[config.mk]
export PLATFORM = sky130hd
export DESIGN_NAME = rec_mode_ctrl
export DESIGN_NICKNAME = d
export VERILOG_FILES = /design/src/logic/skid_buf2.v /design/src/logic/rec_mode_ctrl.v
export VERILOG_INCLUDE_DIRS = /design/src /design/src/common
export SDC_FILE = /design/constraint.sdc
export NUM_CORES = 1
export LEC_CHECK = 0
export BUFFER_PORTS_ARGS = -buffer_cell sky130_fd_sc_hd__buf_2
export CAP_MARGIN = 10
export CORE_MARGIN = 5
export CORE_UTILIZATION = 50
export DETAILED_ROUTE_END_ITERATION = 10
export PLACE_DENSITY = 0.7
export SLEW_MARGIN = 20
export SYNTH_ARGS = -nofsm -noshare
export SYNTH_HDL_FRONTEND = slang
export SYNTH_SLANG_ARGS = --single-unit
export TNS_END_PERCENT = 5
[constraint.sdc]
create_clock -name CLK -period 6.8 [get_ports CLK]
set_input_delay 0 -clock CLK [delete_from_list [all_inputs] [get_ports CLK]]
set_output_delay 0 -clock CLK [all_outputs]
set_load 0.01 [all_outputs]
[src/common/rec_mode_defines.vh]
`ifndef REC_MODE_DEFINES_VH
`define REC_MODE_DEFINES_VH

// ----------------------------------------
// register addresses
// ----------------------------------------
`define ADDR_REC_CTRL   8'h1a
`define ADDR_DECIM      8'h32
`define ADDR_UPD_INT    8'h5e
`define ADDR_INT_SCL    8'h60
`define ADDR_GLOB_CMD   8'h3e
`define ADDR_STATUS     8'h40
`define ADDR_X_BUF      8'h06
`define ADDR_Y_BUF      8'h08

// ----------------------------------------
// reset values
// ----------------------------------------
`define RST_REC_CTRL    16'h1102
`define RST_DECIM       16'h9630
`define RST_UPD_INT     16'h0fa0
`define RST_INT_SCL     2'h1

// ----------------------------------------
// field positions
// ----------------------------------------
`define MODE_LSB        0
`define STORE_LSB       2
`define PDOWN_BIT       7
`define SR_EN_LSB       8
`define WIN_LSB         12
`define HALT_BIT        11

// ----------------------------------------
// encodings
// ----------------------------------------
`define MODE_MAN_FFT    2'h0
`define MODE_AUTO_FFT   2'h1
`define MODE_TIME       2'h2
`define MODE_RT         2'h3
`define STORE_ALARM     2'h1
`define STORE_ALL       2'h2
`define SCL_US          2'h0
`define SCL_MS          2'h1
`define SCL_128         2'h2
`define DEC_MAX         4'ha

// ----------------------------------------
// counts and times
// ----------------------------------------
`define CAPT_SAMPLES    512
`define RT_PRE_DIV      2'h3
`define CLK_PERIOD_NS   10
`define STEP0_NS        30520
`define STEP1_NS        488000
`define STEP2_NS        7812500
`define STEP3_NS        1000000000

`endif

[src/logic/skid_buf2.v]
`timescale 1ns/1ps

module skid_buf2 #(
  parameter W = 32
) (
  // clock and reset
  input  wire         clk,
  input  wire         rst,
  input  wire         flush,
  // fill side
  input  wire         in_valid,
  output wire         in_ready,
  input  wire [W-1:0] in_data,
  // drain side
  output wire         out_valid,
  input  wire         out_ready,
  output wire [W-1:0] out_data
);

  reg         v0_r;
  reg         v1_r;
  reg [W-1:0] d0_r;
  reg [W-1:0] d1_r;
  wire        push;
  wire        pop;

  assign push      = in_valid & ~v1_r;
  assign pop       = v0_r & out_ready;
  assign in_ready  = ~v1_r;
  assign out_valid = v0_r;
  assign out_data  = d0_r;

  always @(posedge clk) begin
    if (rst | flush) begin
      v0_r <= 1'b0;
      v1_r <= 1'b0;
    end else begin
      case ({push, pop})
        2'b10: begin
          if (!v0_r) begin
            d0_r <= in_data;
            v0_r <= 1'b1;
          end else begin
            d1_r <= in_data;
            v1_r <= 1'b1;
          end
        end
        2'b01: begin
          d0_r <= d1_r;
          v0_r <= v1_r;
          v1_r <= 1'b0;
        end
        2'b11: begin
          if (v1_r) begin
            d0_r <= d1_r;
            d1_r <= in_data;
          end else begin
            d0_r <= in_data;
          end
        end
        default: begin
        end
      endcase
    end
  end

endmodule // skid_buf2

[src/logic/rec_mode_ctrl.v]
`timescale 1ns/1ps
`include "rec_mode_defines.vh"

module rec_mode_ctrl #(
  parameter        NSMP      = `CAPT_SAMPLES,
  parameter [31:0] STEP0_CYC = `STEP0_NS / `CLK_PERIOD_NS,
  parameter [31:0] STEP1_CYC = `STEP1_NS / `CLK_PERIOD_NS,
  parameter [31:0] STEP2_CYC = `STEP2_NS / `CLK_PERIOD_NS,
  parameter [31:0] STEP3_CYC = `STEP3_NS / `CLK_PERIOD_NS
) (
  // clock and reset
  input  wire        CLK,
  input  wire        RST,
  // register port
  input  wire        REG_WR,
  input  wire        REG_RD,
  input  wire [7:0]  REG_ADDR,
  input  wire [15:0] REG_WDATA,
  output wire [15:0] REG_RDATA,
  // gateway events
  input  wire        CFG_PKT,
  input  wire        START,
  input  wire        ALARM,
  // sample stream, both axes
  input  wire        SMP_VALID,
  input  wire [15:0] SMP_X,
  input  wire [15:0] SMP_Y,
  // captured words out
  output wire        OUT_VALID,
  input  wire        OUT_READY,
  output wire [31:0] OUT_DATA,
  output wire        OUT_WIN_EN,
  output wire [1:0]  OUT_WIN,
  output wire [1:0]  OUT_RATE_OPT,
  // spectral engine
  output wire        PROC_REQ,
  input  wire        PROC_DONE,
  // radio hand-off
  output wire        SEND_REQ,
  input  wire        SEND_DONE,
  // node status
  output wire        STORE_REC,
  output wire        PWR_DOWN,
  output wire        RT_ACTIVE,
  output wire [15:0] RT_DATA
);

  // ----------------------------------------
  // states
  // ----------------------------------------
  localparam [4:0] ST_IDLE = 5'h01;
  localparam [4:0] ST_CAPT = 5'h02;
  localparam [4:0] ST_PROC = 5'h04;
  localparam [4:0] ST_SEND = 5'h08;
  localparam [4:0] ST_RT   = 5'h10;

  // ----------------------------------------
  // functions
  // ----------------------------------------
  function [9:0] dec_mask;
    input [3:0] e;
    reg   [3:0] c;
    begin
      c = (e > `DEC_MAX) ? `DEC_MAX : e;
      dec_mask = (10'h001 << c) - 10'h001;
    end
  endfunction

  function [1:0] next_sr;
    input [3:0] en;
    input [1:0] from;
    reg   [1:0] k;
    reg         hit;
    integer     i;
    begin
      next_sr = from;
      hit = 1'b0;
      for (i = 0; i < 4; i = i + 1) begin
        k = from + i[1:0];
        if (!hit && en[k]) begin
          next_sr = k;
          hit = 1'b1;
        end
      end
    end
  endfunction

  // ----------------------------------------
  // registers
  // ----------------------------------------
  reg [15:0] rec_ctrl_r;
  reg [15:0] decim_r;
  reg [15:0] upd_int_r;
  reg [1:0]  int_scl_r;
  reg [15:0] rdata_r;
  reg [4:0]  state_r;
  reg [4:0]  state_nxt;
  reg        armed_r;
  reg [1:0]  sr_ptr_r;
  reg [1:0]  sr_cur_r;
  reg [9:0]  dec_cnt_r;
  reg [9:0]  smp_cnt_r;
  reg [1:0]  rt_pre_r;
  reg        axis_y_r;
  reg [15:0] rt_data_r;
  reg        proc_req_r;
  reg        send_req_r;
  reg        store_r;
  reg        pdown_r;
  reg        win_en_r;
  reg [31:0] step_cnt_r;
  reg [15:0] int_cnt_r;
  reg        wake_r;

  wire [1:0] mode     = rec_ctrl_r[`MODE_LSB +: 2];
  wire [1:0] store_md = rec_ctrl_r[`STORE_LSB +: 2];
  wire [3:0] sr_en    = rec_ctrl_r[`SR_EN_LSB +: 4];
  wire [1:0] win      = rec_ctrl_r[`WIN_LSB +: 2];
  wire       pd_en    = rec_ctrl_r[`PDOWN_BIT];
  wire       halt     = REG_WR && (REG_ADDR == `ADDR_GLOB_CMD) && REG_WDATA[`HALT_BIT];
  wire       auto_md  = (mode == `MODE_AUTO_FFT);
  wire       trig_cmd = START | CFG_PKT;
  wire       trig     = trig_cmd | (auto_md & armed_r & wake_r);
  wire [1:0] sr_sel   = next_sr(sr_en, sr_ptr_r);
  wire [3:0] dec_cur  = decim_r[{sr_cur_r, 2'h0} +: 4];
  wire       take     = SMP_VALID && (dec_cnt_r == dec_mask(dec_cur));
  wire       buf_rdy;
  wire       push     = (state_r == ST_CAPT) && take && buf_rdy;
  wire       last     = (smp_cnt_r == NSMP[9:0] - 10'h001);
  wire       rt_take  = SMP_VALID && (rt_pre_r == `RT_PRE_DIV)
                        && (dec_cnt_r == dec_mask(decim_r[3:0]));
  wire       rec_end  = (state_r == ST_SEND) && SEND_DONE;

  // ----------------------------------------
  // register writes and reads
  // ----------------------------------------
  always @(posedge CLK) begin
    if (RST) begin
      rec_ctrl_r <= `RST_REC_CTRL;
      decim_r    <= `RST_DECIM;
      upd_int_r  <= `RST_UPD_INT;
      int_scl_r  <= `RST_INT_SCL;
    end else if (REG_WR) begin
      case (REG_ADDR)
        `ADDR_REC_CTRL: rec_ctrl_r <= REG_WDATA;
        `ADDR_DECIM:    decim_r    <= REG_WDATA;
        `ADDR_UPD_INT:  upd_int_r  <= REG_WDATA;
        `ADDR_INT_SCL:  int_scl_r  <= REG_WDATA[1:0];
        default: begin
        end
      endcase
    end
  end

  always @(posedge CLK) begin
    if (RST) begin
      rdata_r  <= 16'h0000;
      axis_y_r <= 1'b0;
    end else if (REG_RD) begin
      case (REG_ADDR)
        `ADDR_REC_CTRL: rdata_r <= rec_ctrl_r;
        `ADDR_DECIM:    rdata_r <= decim_r;
        `ADDR_UPD_INT:  rdata_r <= upd_int_r;
        `ADDR_INT_SCL:  rdata_r <= {14'h0000, int_scl_r};
        `ADDR_STATUS:   rdata_r <= {7'h00, pdown_r, armed_r, sr_cur_r, state_r};
        `ADDR_X_BUF: begin
          rdata_r  <= rt_data_r;
          axis_y_r <= 1'b0;
        end
        `ADDR_Y_BUF: begin
          rdata_r  <= rt_data_r;
          axis_y_r <= 1'b1;
        end
        default: rdata_r <= 16'h0000;
      endcase
    end
  end

  // ----------------------------------------
  // wake-up timer
  // ----------------------------------------
  reg [31:0] step_lim;
  always @* begin
    case (int_scl_r)
      `SCL_US:  step_lim = STEP0_CYC;
      `SCL_MS:  step_lim = STEP1_CYC;
      `SCL_128: step_lim = STEP2_CYC;
      default:  step_lim = STEP3_CYC;
    endcase
  end

  always @(posedge CLK) begin
    if (RST || halt || !(auto_md && armed_r) || state_r != ST_IDLE) begin
      step_cnt_r <= 32'h0000_0000;
      int_cnt_r  <= 16'h0000;
      wake_r     <= 1'b0;
    end else begin
      wake_r <= 1'b0;
      if (step_cnt_r >= step_lim - 32'h1) begin
        step_cnt_r <= 32'h0000_0000;
        if (int_cnt_r >= upd_int_r - 16'h1) begin
          int_cnt_r <= 16'h0000;
          wake_r    <= 1'b1;
        end else begin
          int_cnt_r <= int_cnt_r + 16'h1;
        end
      end else begin
        step_cnt_r <= step_cnt_r + 32'h1;
      end
    end
  end

  // ----------------------------------------
  // sequencer
  // ----------------------------------------
  always @* begin
    state_nxt = state_r;
    case (state_r)
      ST_IDLE: begin
        if (!halt && trig) begin
          if (mode == `MODE_RT)
            state_nxt = ST_RT;
          else if (sr_en != 4'h0)
            state_nxt = ST_CAPT;
        end
      end
      ST_CAPT: begin
        if (push && last)
          state_nxt = (mode == `MODE_TIME) ? ST_SEND : ST_PROC;
      end
      ST_PROC: begin
        if (PROC_DONE)
          state_nxt = ST_SEND;
      end
      ST_SEND: begin
        if (SEND_DONE)
          state_nxt = ST_IDLE;
      end
      ST_RT: state_nxt = ST_RT;
      default: state_nxt = ST_IDLE;
    endcase
    if (halt)
      state_nxt = ST_IDLE;
  end

  always @(posedge CLK) begin
    if (RST) begin
      state_r    <= ST_IDLE;
      armed_r    <= 1'b0;
      sr_ptr_r   <= 2'h0;
      sr_cur_r   <= 2'h0;
      proc_req_r <= 1'b0;
      send_req_r <= 1'b0;
      store_r    <= 1'b0;
      pdown_r    <= 1'b0;
      win_en_r   <= 1'b1;
    end else begin
      state_r    <= state_nxt;
      proc_req_r <= 1'b0;
      send_req_r <= 1'b0;
      store_r    <= 1'b0;
      if (halt) begin
        armed_r  <= 1'b0;
        sr_ptr_r <= 2'h0;
      end else if (trig_cmd) begin
        armed_r  <= 1'b1;
      end
      if (state_r == ST_IDLE && state_nxt == ST_CAPT) begin
        sr_cur_r <= sr_sel;
        win_en_r <= (mode != `MODE_TIME);
        pdown_r  <= 1'b0;
      end
      if (state_r == ST_CAPT && state_nxt == ST_PROC)
        proc_req_r <= 1'b1;
      if (state_r != ST_SEND && state_nxt == ST_SEND)
        send_req_r <= 1'b1;
      if (rec_end && !halt) begin
        sr_ptr_r <= sr_cur_r + 2'h1;
        pdown_r  <= pd_en;
        store_r  <= (store_md == `STORE_ALL)
                    || (store_md == `STORE_ALARM && ALARM);
      end
      if (REG_WR && REG_ADDR == `ADDR_REC_CTRL)
        sr_ptr_r <= 2'h0;
    end
  end

  // ----------------------------------------
  // sample decimation and capture count
  // ----------------------------------------
  always @(posedge CLK) begin
    if (RST || halt || state_r == ST_IDLE) begin
      dec_cnt_r <= 10'h000;
      smp_cnt_r <= 10'h000;
      rt_pre_r  <= 2'h0;
    end else if (state_r == ST_CAPT) begin
      if (take && buf_rdy) begin
        dec_cnt_r <= 10'h000;
        smp_cnt_r <= smp_cnt_r + 10'h001;
      end else if (SMP_VALID && !take) begin
        dec_cnt_r <= dec_cnt_r + 10'h001;
      end
    end else if (state_r == ST_RT && SMP_VALID) begin
      rt_pre_r <= rt_pre_r + 2'h1;
      if (rt_pre_r == `RT_PRE_DIV)
        dec_cnt_r <= rt_take ? 10'h000 : dec_cnt_r + 10'h001;
    end
  end

  // ----------------------------------------
  // real-time output register
  // ----------------------------------------
  always @(posedge CLK) begin
    if (RST)
      rt_data_r <= 16'h0000;
    else if (state_r == ST_RT && rt_take)
      rt_data_r <= axis_y_r ? SMP_Y : SMP_X;
  end

  // ----------------------------------------
  // output buffer
  // ----------------------------------------
  skid_buf2 #(
    .W         (32)
  ) u_buf (
    .clk       (CLK),
    .rst       (RST),
    .flush     (halt),
    .in_valid  ((state_r == ST_CAPT) && take),
    .in_ready  (buf_rdy),
    .in_data   ({SMP_Y, SMP_X}),
    .out_valid (OUT_VALID),
    .out_ready (OUT_READY),
    .out_data  (OUT_DATA)
  );

  // ----------------------------------------
  // outputs
  // ----------------------------------------
  assign REG_RDATA    = rdata_r;
  assign OUT_WIN_EN   = win_en_r;
  assign OUT_WIN      = rec_ctrl_r[`WIN_LSB +: 2];
  assign OUT_RATE_OPT = sr_cur_r;
  assign PROC_REQ     = proc_req_r;
  assign SEND_REQ     = send_req_r;
  assign STORE_REC    = store_r;
  assign PWR_DOWN     = pdown_r;
  assign RT_ACTIVE    = state_r[4];
  assign RT_DATA      = rt_data_r;

endmodule // rec_mode_ctrl

==> impl_metrics.py, run 1 <==
metrics = {
    "outcome": {
        "status": "finished, final reports clean",
    },
    "cells_and_area": {
        "drive_above_1_share_pct": 15.37,
        "diodes": 0,
        "nets": 1603,
        "areaGrowthSynthToFinish_pct": 20.14,
        "fill_cells": 2033,
    },
    "setup_path": {
        "worstPathMaxFanout": 32,
        "reg2reg_from": "OUT_RATE_OPT[0]",
        "critPathBufInv": 1,
        "crit_type": "reg -> reg",
        "crit_path_start": "OUT_RATE_OPT[0]",
        "path_common_cell": "ha_1",
        "crit_slowest_cell": "mux4_2",
        "critical_path.top_delay_family": "simple AND/OR/NAND/NOR gates",
        "max_stage_delay_ns": 0.73,
        "required_ns": 7.08,
        "end_kind": "flop",
        "start_kind": "flop",
        "cp_cell_sequence": "mux4_2 -> or4_1 -> ha_1 -> or3_1 -> a221oi_1 -> o21ai_0 -> a311o_1 -> nand4_2 -> inv_1 -> ha_1 -> nand2b_1 -> nand2_1 -> a22o_1",
        "arrival_ns": 5.91,
    },
    "timing": {
        "worst_pin_slew_ns": 1.069,
        "setup_viol": 0,
        "setup_ws_ns": 1.164,
        "slew_headroom_pct": 28.56,
        "fin_skew_ns": 0.009760,
        "fin_crit_sh_pct": 82.89,
        "max_clock_freq_mhz": 177.4,
        "final_max_slew_viol_count": 0,
        "grt_setup_unrepaired": "false",
        "tns_ns": 0,
        "period_needed_ns": 5.636,
        "hold_viol": 0,
    },
    "clock_network": {
        "path_clk_slew_ns": 0.06,
        "hold_buffers": 62,
        "clk_latency_ns": 0.53,
        "cts_setup_buffers": 0,
        "cts_tree": "built",
        "post_cts_resized": 0,
        "cts_buffers": 27,
        "clockRootBuffer": "clkbuf_16",
        "clk_path_buf_depth": 3,
        "cts_sinks": 235,
        "htreeDepth": 1,
    },
    "worst_hold_path": {
        "hp-start": "ALARM",
        "min_path_type": "in -> reg",
    },
    "routing": {
        "drt_iter0_markers": 965,
        "via_count": 10330,
        "final_antenna_net_count": 0,
        "drt_pass1_iterations": 5,
        "drt_wl_total_um": 32960,
        "drt-wirelength-per-cell_um": 18.16,
        "viasPerCell": 5.691,
        "drc": 0,
    },
    "floorplan": {
        "core_area_um2": 23470,
        "die_y_um": 164.3,
        "rows": 56,
        "die_w_um": 164.3,
        "start_util_pct": 50.68,
        "dieArea_um2": 26980,
        "ioPinCount": 142,
    },
    "place": {
        "port_buffers": 141,
        "dp_hpwl_um": 23690,
        "dp_slack_ns": 1.230,
        "gp_congestion": 0.9146,
    },
    "synthesis": {
        "synth.avg_cell_area_um2": 9.165,
        "synth_async_sr_flop_share_pct": 0,
        "ys_ff_latch": 235,
        "synth_cell_types": 72,
        "syn_inst": 1298,
        "ys.flop_type": "dfxtp_1",
        "ys_seq_area_share_pct": 44.93,
        "yosys-top-cells-area": "dfxtp_1, edfxtp_1, ha_1",
        "synth_area_um2": 11900,
        "yosysTopAreaCell": "dfxtp_1",
        "synth_top_area_share_pct": 28.78,
        "ys_warn_count": 0,
        "synth_edf_count": 64,
    },
    "global_routing": {
        "grt_pass1_vias": 9802,
        "grt_max_degree": 74,
        "antenna_found_initial": 0,
        "grt_pass1_wl_um": 52470,
        "grt-ovfl-total": 0,
        "grt_util_all_layers_pct": 24.05,
    },
    "power_and_ir_drop": {
        "irDropWorstVdd_mv": 0.1654,
        "powerDensity_nw_per_um2": 217.8,
        "p_leak_uw": 0.005576,
    },
    "flow_run": {
        "drv_cap": 0,
    },
}
worst paths after layout:
kind | to | slack (ns) | cells after the start
worst min register to register | rt_pre_r[1] | 0.46 | 2
worst max-delay path | u_buf.out_data[6] | 1.16 | 13
worst min-delay path | STORE_REC | 0.03 | 4
worst max register to register | u_buf.out_data[6] | 1.16 | 13
report_power, final:
part | internal, µW | switching (µW)
clock | 787 | 581
sequential | 1450 | 14.3
combinational | 121 | 159
metal layers:
metal	up-vias	part of all wire (%)	global-route usage [%]
met3	29	6.9	3.639
met1	4925	45	33.39
met5	-	0	0
met2	343	47	39.84
li1	5032	-	-
met4	0	1.6	5.414
synth_stat cells, types with 12 or more instances:
cell and count:
o211ai_1 15, edfxtp_1 64, nor2_1 163, a21oi_1 97, inv_1 30, a22oi_1 18
nor3_1 22, a21o_1 18, mux2i_1 22, ha_1 61, clkbuf_1 61, nand3_1 48
and3_1 21, a22o_1 32, nor4_1 12, xor2_1 40, nand4_1 16, nand2_1 145
mux2_2 16, xnor2_1 31, o21ai_0 45, dfxtp_1 171
cells by family after synthesis:
kind of cell	count (synthesis)	share of synthesized area [%]
and+or+nand+nor	495	19.56
adders and majority gates	61	6.416
DFF	235	44.93
other	2	0.06313
buffers and inverters	98	3.313
muxes	42	4.123
xor gates and xnor gates	71	5.227
AOI/OAI and AO/OA	294	16.37
sequential cells by signal, indices dropped and copies added (netlist names), 2 cells and up:
name,flops
upd_int_r,16
REG_RDATA,16
rec_ctrl_r,16
step_cnt_r,32
int_cnt_r,16
int_scl_r,2
rt_pre_r,2
RT_DATA,16
decim_r,16
OUT_RATE_OPT,2
u_buf.d1_r,32
state_r,5
sr_ptr_r,2
u_buf.out_data,32
smp_cnt_r,10
dec_cnt_r,10
worst min-delay path, cell delays in order:
cell and delay, ns:
buf_2 0.12, nor2b_1 0.12, mux2i_1 0.14, nor3_1 0.11
per-stage QoR:
stage / cell area [µm²] / utilization [%] / cells / hold WS, ns / power (µW)
CTS: 14290 / 60.89 / 1815 / 0.0009702 / 3131
detailed placement: 12830 / 54.67 / 1703 / 0.2133 / 1745
global route: 14290 / 60.89 / 1815 / 0.003607 / 3232
floorplan: 11910 / - / 1301 / 0.09887 / 1662
finish: 14290 / 60.89 / 1815 / 0.03265 / 3113
global placement: 12830 / 54.67 / 1703 / 0.2098 / 1742
cell usage in the layout, fill, tap and decap left out, types with 8 or more instances in the layout:
cell	instances
a21o_1	18
a21oi_1	96
a22o_1	32
a22oi_1	18
a31oi_1	10
and2_1	8
and3_1	21
buf_2	141
buf_4	10
clkbuf_16	27
dfxtp_1	171
dlygate4sd3_1	62
edfxtp_1	64
ha_1	61
inv_1	30
mux2_2	16
mux2i_1	22
nand2_1	145
nand3_1	48
nand4_1	16
nor2_1	162
nor2b_1	10
nor3_1	21
nor4_1	12
o211ai_1	15
o21ai_0	45
or3_1	10
xnor2_1	31
xor2_1	40
area by class of cell:
type / count / area, µm² / share of cell area, %
multi-input cells: 968 / 6195 / 43.34
flip-flops and latches: 235 / 5345 / 37.40
repair buffers: 213 / 1401 / 9.805
clock buffers: 34 / 715.7 / 5.007
well taps: 319 / 399.1 / 2.793
clock inverters: 16 / 123.9 / 0.8667
inverters: 30 / 112.6 / 0.7879
No activity file was read; power rests on OpenSTA's default activity.
==> run 2: changes to the inputs <==
--- a/config.mk
+++ b/config.mk
@@ -6,6 +6,7 @@
 export SDC_FILE = /design/constraint.sdc
 export NUM_CORES = 1
 export LEC_CHECK = 0
+export ABC_AREA = 1
 export BUFFER_PORTS_ARGS = -buffer_cell sky130_fd_sc_hd__buf_2
 export CAP_MARGIN = 10
 export CORE_MARGIN = 5
==> constraint.sdc (replaced) <==
create_clock -name CLK -period 5.4 [get_ports CLK]
set_input_delay 0 -clock CLK [delete_from_list [all_inputs] [get_ports CLK]]
set_output_delay 0 -clock CLK [all_outputs]
set_load 0.01 [all_outputs]
==> run 2 against run 1 <==
  * Clock skew is 0.0092 ns higher
  * Cell area is 3.8% higher
  * First-iteration DRC count is 8.5% higher
  * Worst hold slack better by 0.035 ns
  * Register-to-register slack better by 0.12 ns
  * Cell count is 19% higher
  * Via count is 14% higher
  * Non-clock buffer count stayed put
  * Critical path depth is 9 higher
  * Clock-buffer cell count is 6 higher
  * Synthesized area is 4.3% higher
  * Worst setup slack better by 0.12 ns
==> impl_metrics.py, run 2 <==
metrics = {
    "routing": {
        "drt_pass1_iterations": 6,
        "drt_iter0_markers": 1047,
        "viasPerCell": 5.467,
        "drc": 0,
        "drt-wirelength-per-cell_um": 16.96,
        "drt_wl_total_um": 36670,
        "via_count": 11820,
        "final_antenna_net_count": 0,
    },
    "timing": {
        "hold_viol": 0,
        "setup_viol": 0,
        "slew_headroom_pct": 40.05,
        "max_clock_freq_mhz": 242.8,
        "fin_skew_ns": 0.01893,
        "final_max_slew_viol_count": 0,
        "fin_crit_sh_pct": 76.28,
        "worst_pin_slew_ns": 0.8959,
        "grt_setup_unrepaired": "false",
        "tns_ns": 0,
        "period_needed_ns": 4.119,
    },
    "clock_network": {
        "cts_tree": "built",
        "cts_buffers": 25,
        "cts_sinks": 235,
        "htreeDepth": 1,
        "clk_latency_ns": 0.54,
        "path_clk_slew_ns": 0.06,
        "clk_path_buf_depth": 3,
        "clockRootBuffer": "clkbuf_16",
    },
    "setup_path": {
        "crit_path_start": "OUT_RATE_OPT[0]",
        "critical_path.top_delay_family": "simple AND/OR/NAND/NOR gates",
        "worstPathMaxFanout": 33,
        "crit_slowest_cell": "dfxtp_1",
        "cp_cell_sequence": "inv_2 -> nand2_1 -> nand3_1 -> nand2_2 -> a21oi_1 -> nand3_1 -> ha_1 -> xor2_1 -> nand2_1 -> nor2_1 -> nand2_1 -> nor2_1 -> nand2_1 -> nor2_2 -> nand3_4 -> nor2_8 -> ha_1 -> inv_1 -> nor2_2 -> buf_4 -> a2111oi_4 -> buf_4",
        "path_common_cell": "nand2_1",
        "required_ns": 5.58,
        "max_stage_delay_ns": 0.63,
        "r2r_cells": 22,
        "end_kind": "flop",
        "crit_type": "reg -> reg",
        "worstSetupEndpoint": "u_buf.d1_r[13]",
        "start_kind": "flop",
        "ff2ff_setup_slack_ns": 1.28,
        "path_depth": 22,
        "rr_endpoint": "u_buf.d1_r[13]",
        "reg2reg_from": "OUT_RATE_OPT[0]",
        "arrival_ns": 4.30,
        "critPathBufInv": 4,
    },
    "global_routing": {
        "grt_pass1_wl_um": 59370,
        "grt-ovfl-total": 0,
        "antenna_found_initial": 0,
        "grt_max_degree": 55,
        "grt_util_all_layers_pct": 25.59,
        "grt_pass1_vias": 11430,
    },
    "synthesis": {
        "ys_warn_count": 0,
        "yosys-top-cells-area": "dfxtp_1, edfxtp_1, nand2_1",
        "yosysTopAreaCell": "dfxtp_1",
        "ys_top_cells_by_count": "nand2_1, inv_1, o21ai_0",
        "synth_top_area_share_pct": 27.58,
        "synth_edf_count": 64,
        "synth_area_um2": 12410,
        "synth_cell_types": 51,
        "ys_ff_latch": 235,
        "synth_async_sr_flop_share_pct": 0,
        "synth.avg_cell_area_um2": 7.605,
        "ys.flop_type": "dfxtp_1",
        "ys_seq_area_share_pct": 43.07,
        "syn_inst": 1632,
        "synth_most_common_cell": "nand2_1",
    },
    "floorplan": {
        "core_area_um2": 24390,
        "dieArea_um2": 28070,
        "die_w_um": 167.5,
        "ioPinCount": 142,
        "die_y_um": 167.5,
        "rows": 57,
        "start_util_pct": 50.88,
    },
    "cells_and_area": {
        "final_cells": 2162,
        "mostFrequentLayoutCells": "nand2_1, inv_1, o21ai_0, dfxtp_1, nor2_1",
        "nets": 1949,
        "fill_cells": 2193,
        "mostFrequentLayoutCell": "nand2_1",
        "register_area_um2": 5345,
        "multiInputGateArea_um2": 6170,
        "drive_above_1_share_pct": 12.30,
        "diodes": 0,
        "areaGrowthSynthToFinish_pct": 19.51,
    },
    "power_and_ir_drop": {
        "p_sw_uw": 976.5,
        "power_frac_seq_pct": 46.7,
        "powerDensity_nw_per_um2": 265.2,
        "pwr-share-comb_pct": 10.2,
        "power.internal_uw": 2956,
        "irDropWorstVdd_mv": 0.2352,
        "switching_share_pct": 24.83,
        "p_leak_uw": 0.006080,
        "clkPwrFrac_pct": 43.0,
    },
    "flow_run": {
        "drv_cap": 0,
    },
    "worst_hold_path": {
        "hp-start": "RST",
        "min_path_type": "in -> reg",
    },
    "place": {
        "dp_hpwl_um": 26680,
        "port_buffers": 141,
        "dpl.cell_count": 2055,
        "gp_congestion": 0.9318,
    },
    "outcome": {
        "status": "finished, final reports clean",
    },
}
-- run 2: cell count changes after synthesis, moves of 16 or more --
cell	delta
a22o_1	-32
o21ai_0	+129
and3_1	-17
a22oi_1	-17
a21oi_1	+36
nand2_1	+187
nand4_1	+17
mux2i_1	-22
inv_1	+148
mux2_2	-16
xnor2_1	-25
nand3_1	+27
a21o_1	-17
-- run 2: cell type report --
class	instances	area share [%]
sequential	235	36.04
clock buffer	40	5.011
tap	324	2.733
inverter	189	4.800
timing repair buffer	213	9.465
multi-input combinational	1157	41.60
clock inverter	4	0.3543
-- run 2: power groups by stage --
stage	Combinational [µW]	Clock, µW	Sequential, µW
3_3_place_gp	361	0	1880
2_1_floorplan	260	0	1870
3_5_place_dp	364	0	1880
4_1_cts	399	1720	1840
5_1_grt	456	1790	1840
6_report	402	1690	1840
-- run 2: logic make-up (layout without fill, tap and decap cells) --
group	count (synthesis)	count (layout)	share of synthesized area [%]
AND/OR/NAND/NOR	673	673	23.89
AO/OA/AOI/OAI	384	384	16.86
other	2	5	0.06051
buffers and inverters	243	446	7.571
flip-flops	235	235	43.07
XOR/XNOR	34	34	2.399
adder cells (fa/ha/maj)	61	61	6.150
-- run 2: worst min path at each step --
stage                     end  slack, ns  cells after the start
6_report           state_r[2]       0.07                      2
5_1_grt            state_r[3]       0.11                      2
4_1_cts            state_r[2]       0.05                      2
3_5_place_dp   u_buf.d1_r[25]       0.21                      1
3_3_place_gp   u_buf.d1_r[28]       0.21                      1
2_1_floorplan   u_buf.d1_r[0]        0.1                      0
-- run 2: what timing repair did --
item / CTS / global route
buffers inserted: 0 / 0
endpoints found under the hold margin: 160 / 0
gates resized for setup: 0 / 0
endpoints found under the setup margin: 0 / 0
hold buffers: 63 / 0
-- run 2: per-stage QoR --
| stage | worst slack [ns] | area [µm²] | power, µW | util (%) | hold WS, ns |
|---|---|---|---|---|---|
| final | 1.281 | 14830 | 3933 | 60.81 | 0.06719 |
| after global routing | 0.9880 | 14830 | 4088 | 60.81 | 0.1090 |
| after CTS | 1.293 | 14830 | 3955 | 60.79 | 0.05155 |
| after detailed placement | 1.311 | 13400 | 2240 | 54.94 | 0.2104 |
| after global placement | 1.384 | 13400 | 2236 | 54.94 | 0.2106 |
| after floorplan | 0.2707 | 12430 | 2131 | - | 0.09887 |
-- run 2: routing by layer --
| metal | track usage, % | share of wire [%] | vias to the layer above |
|---|---|---|---|
| met4 | 7.481 | 2.9 | 0 |
| met2 | 39.61 | 43 | 484 |
| met5 | 0 | 0 | - |
| met1 | 35.01 | 44 | 5384 |
| met3 | 7.402 | 11 | 69 |
| li1 | - | - | 5882 |
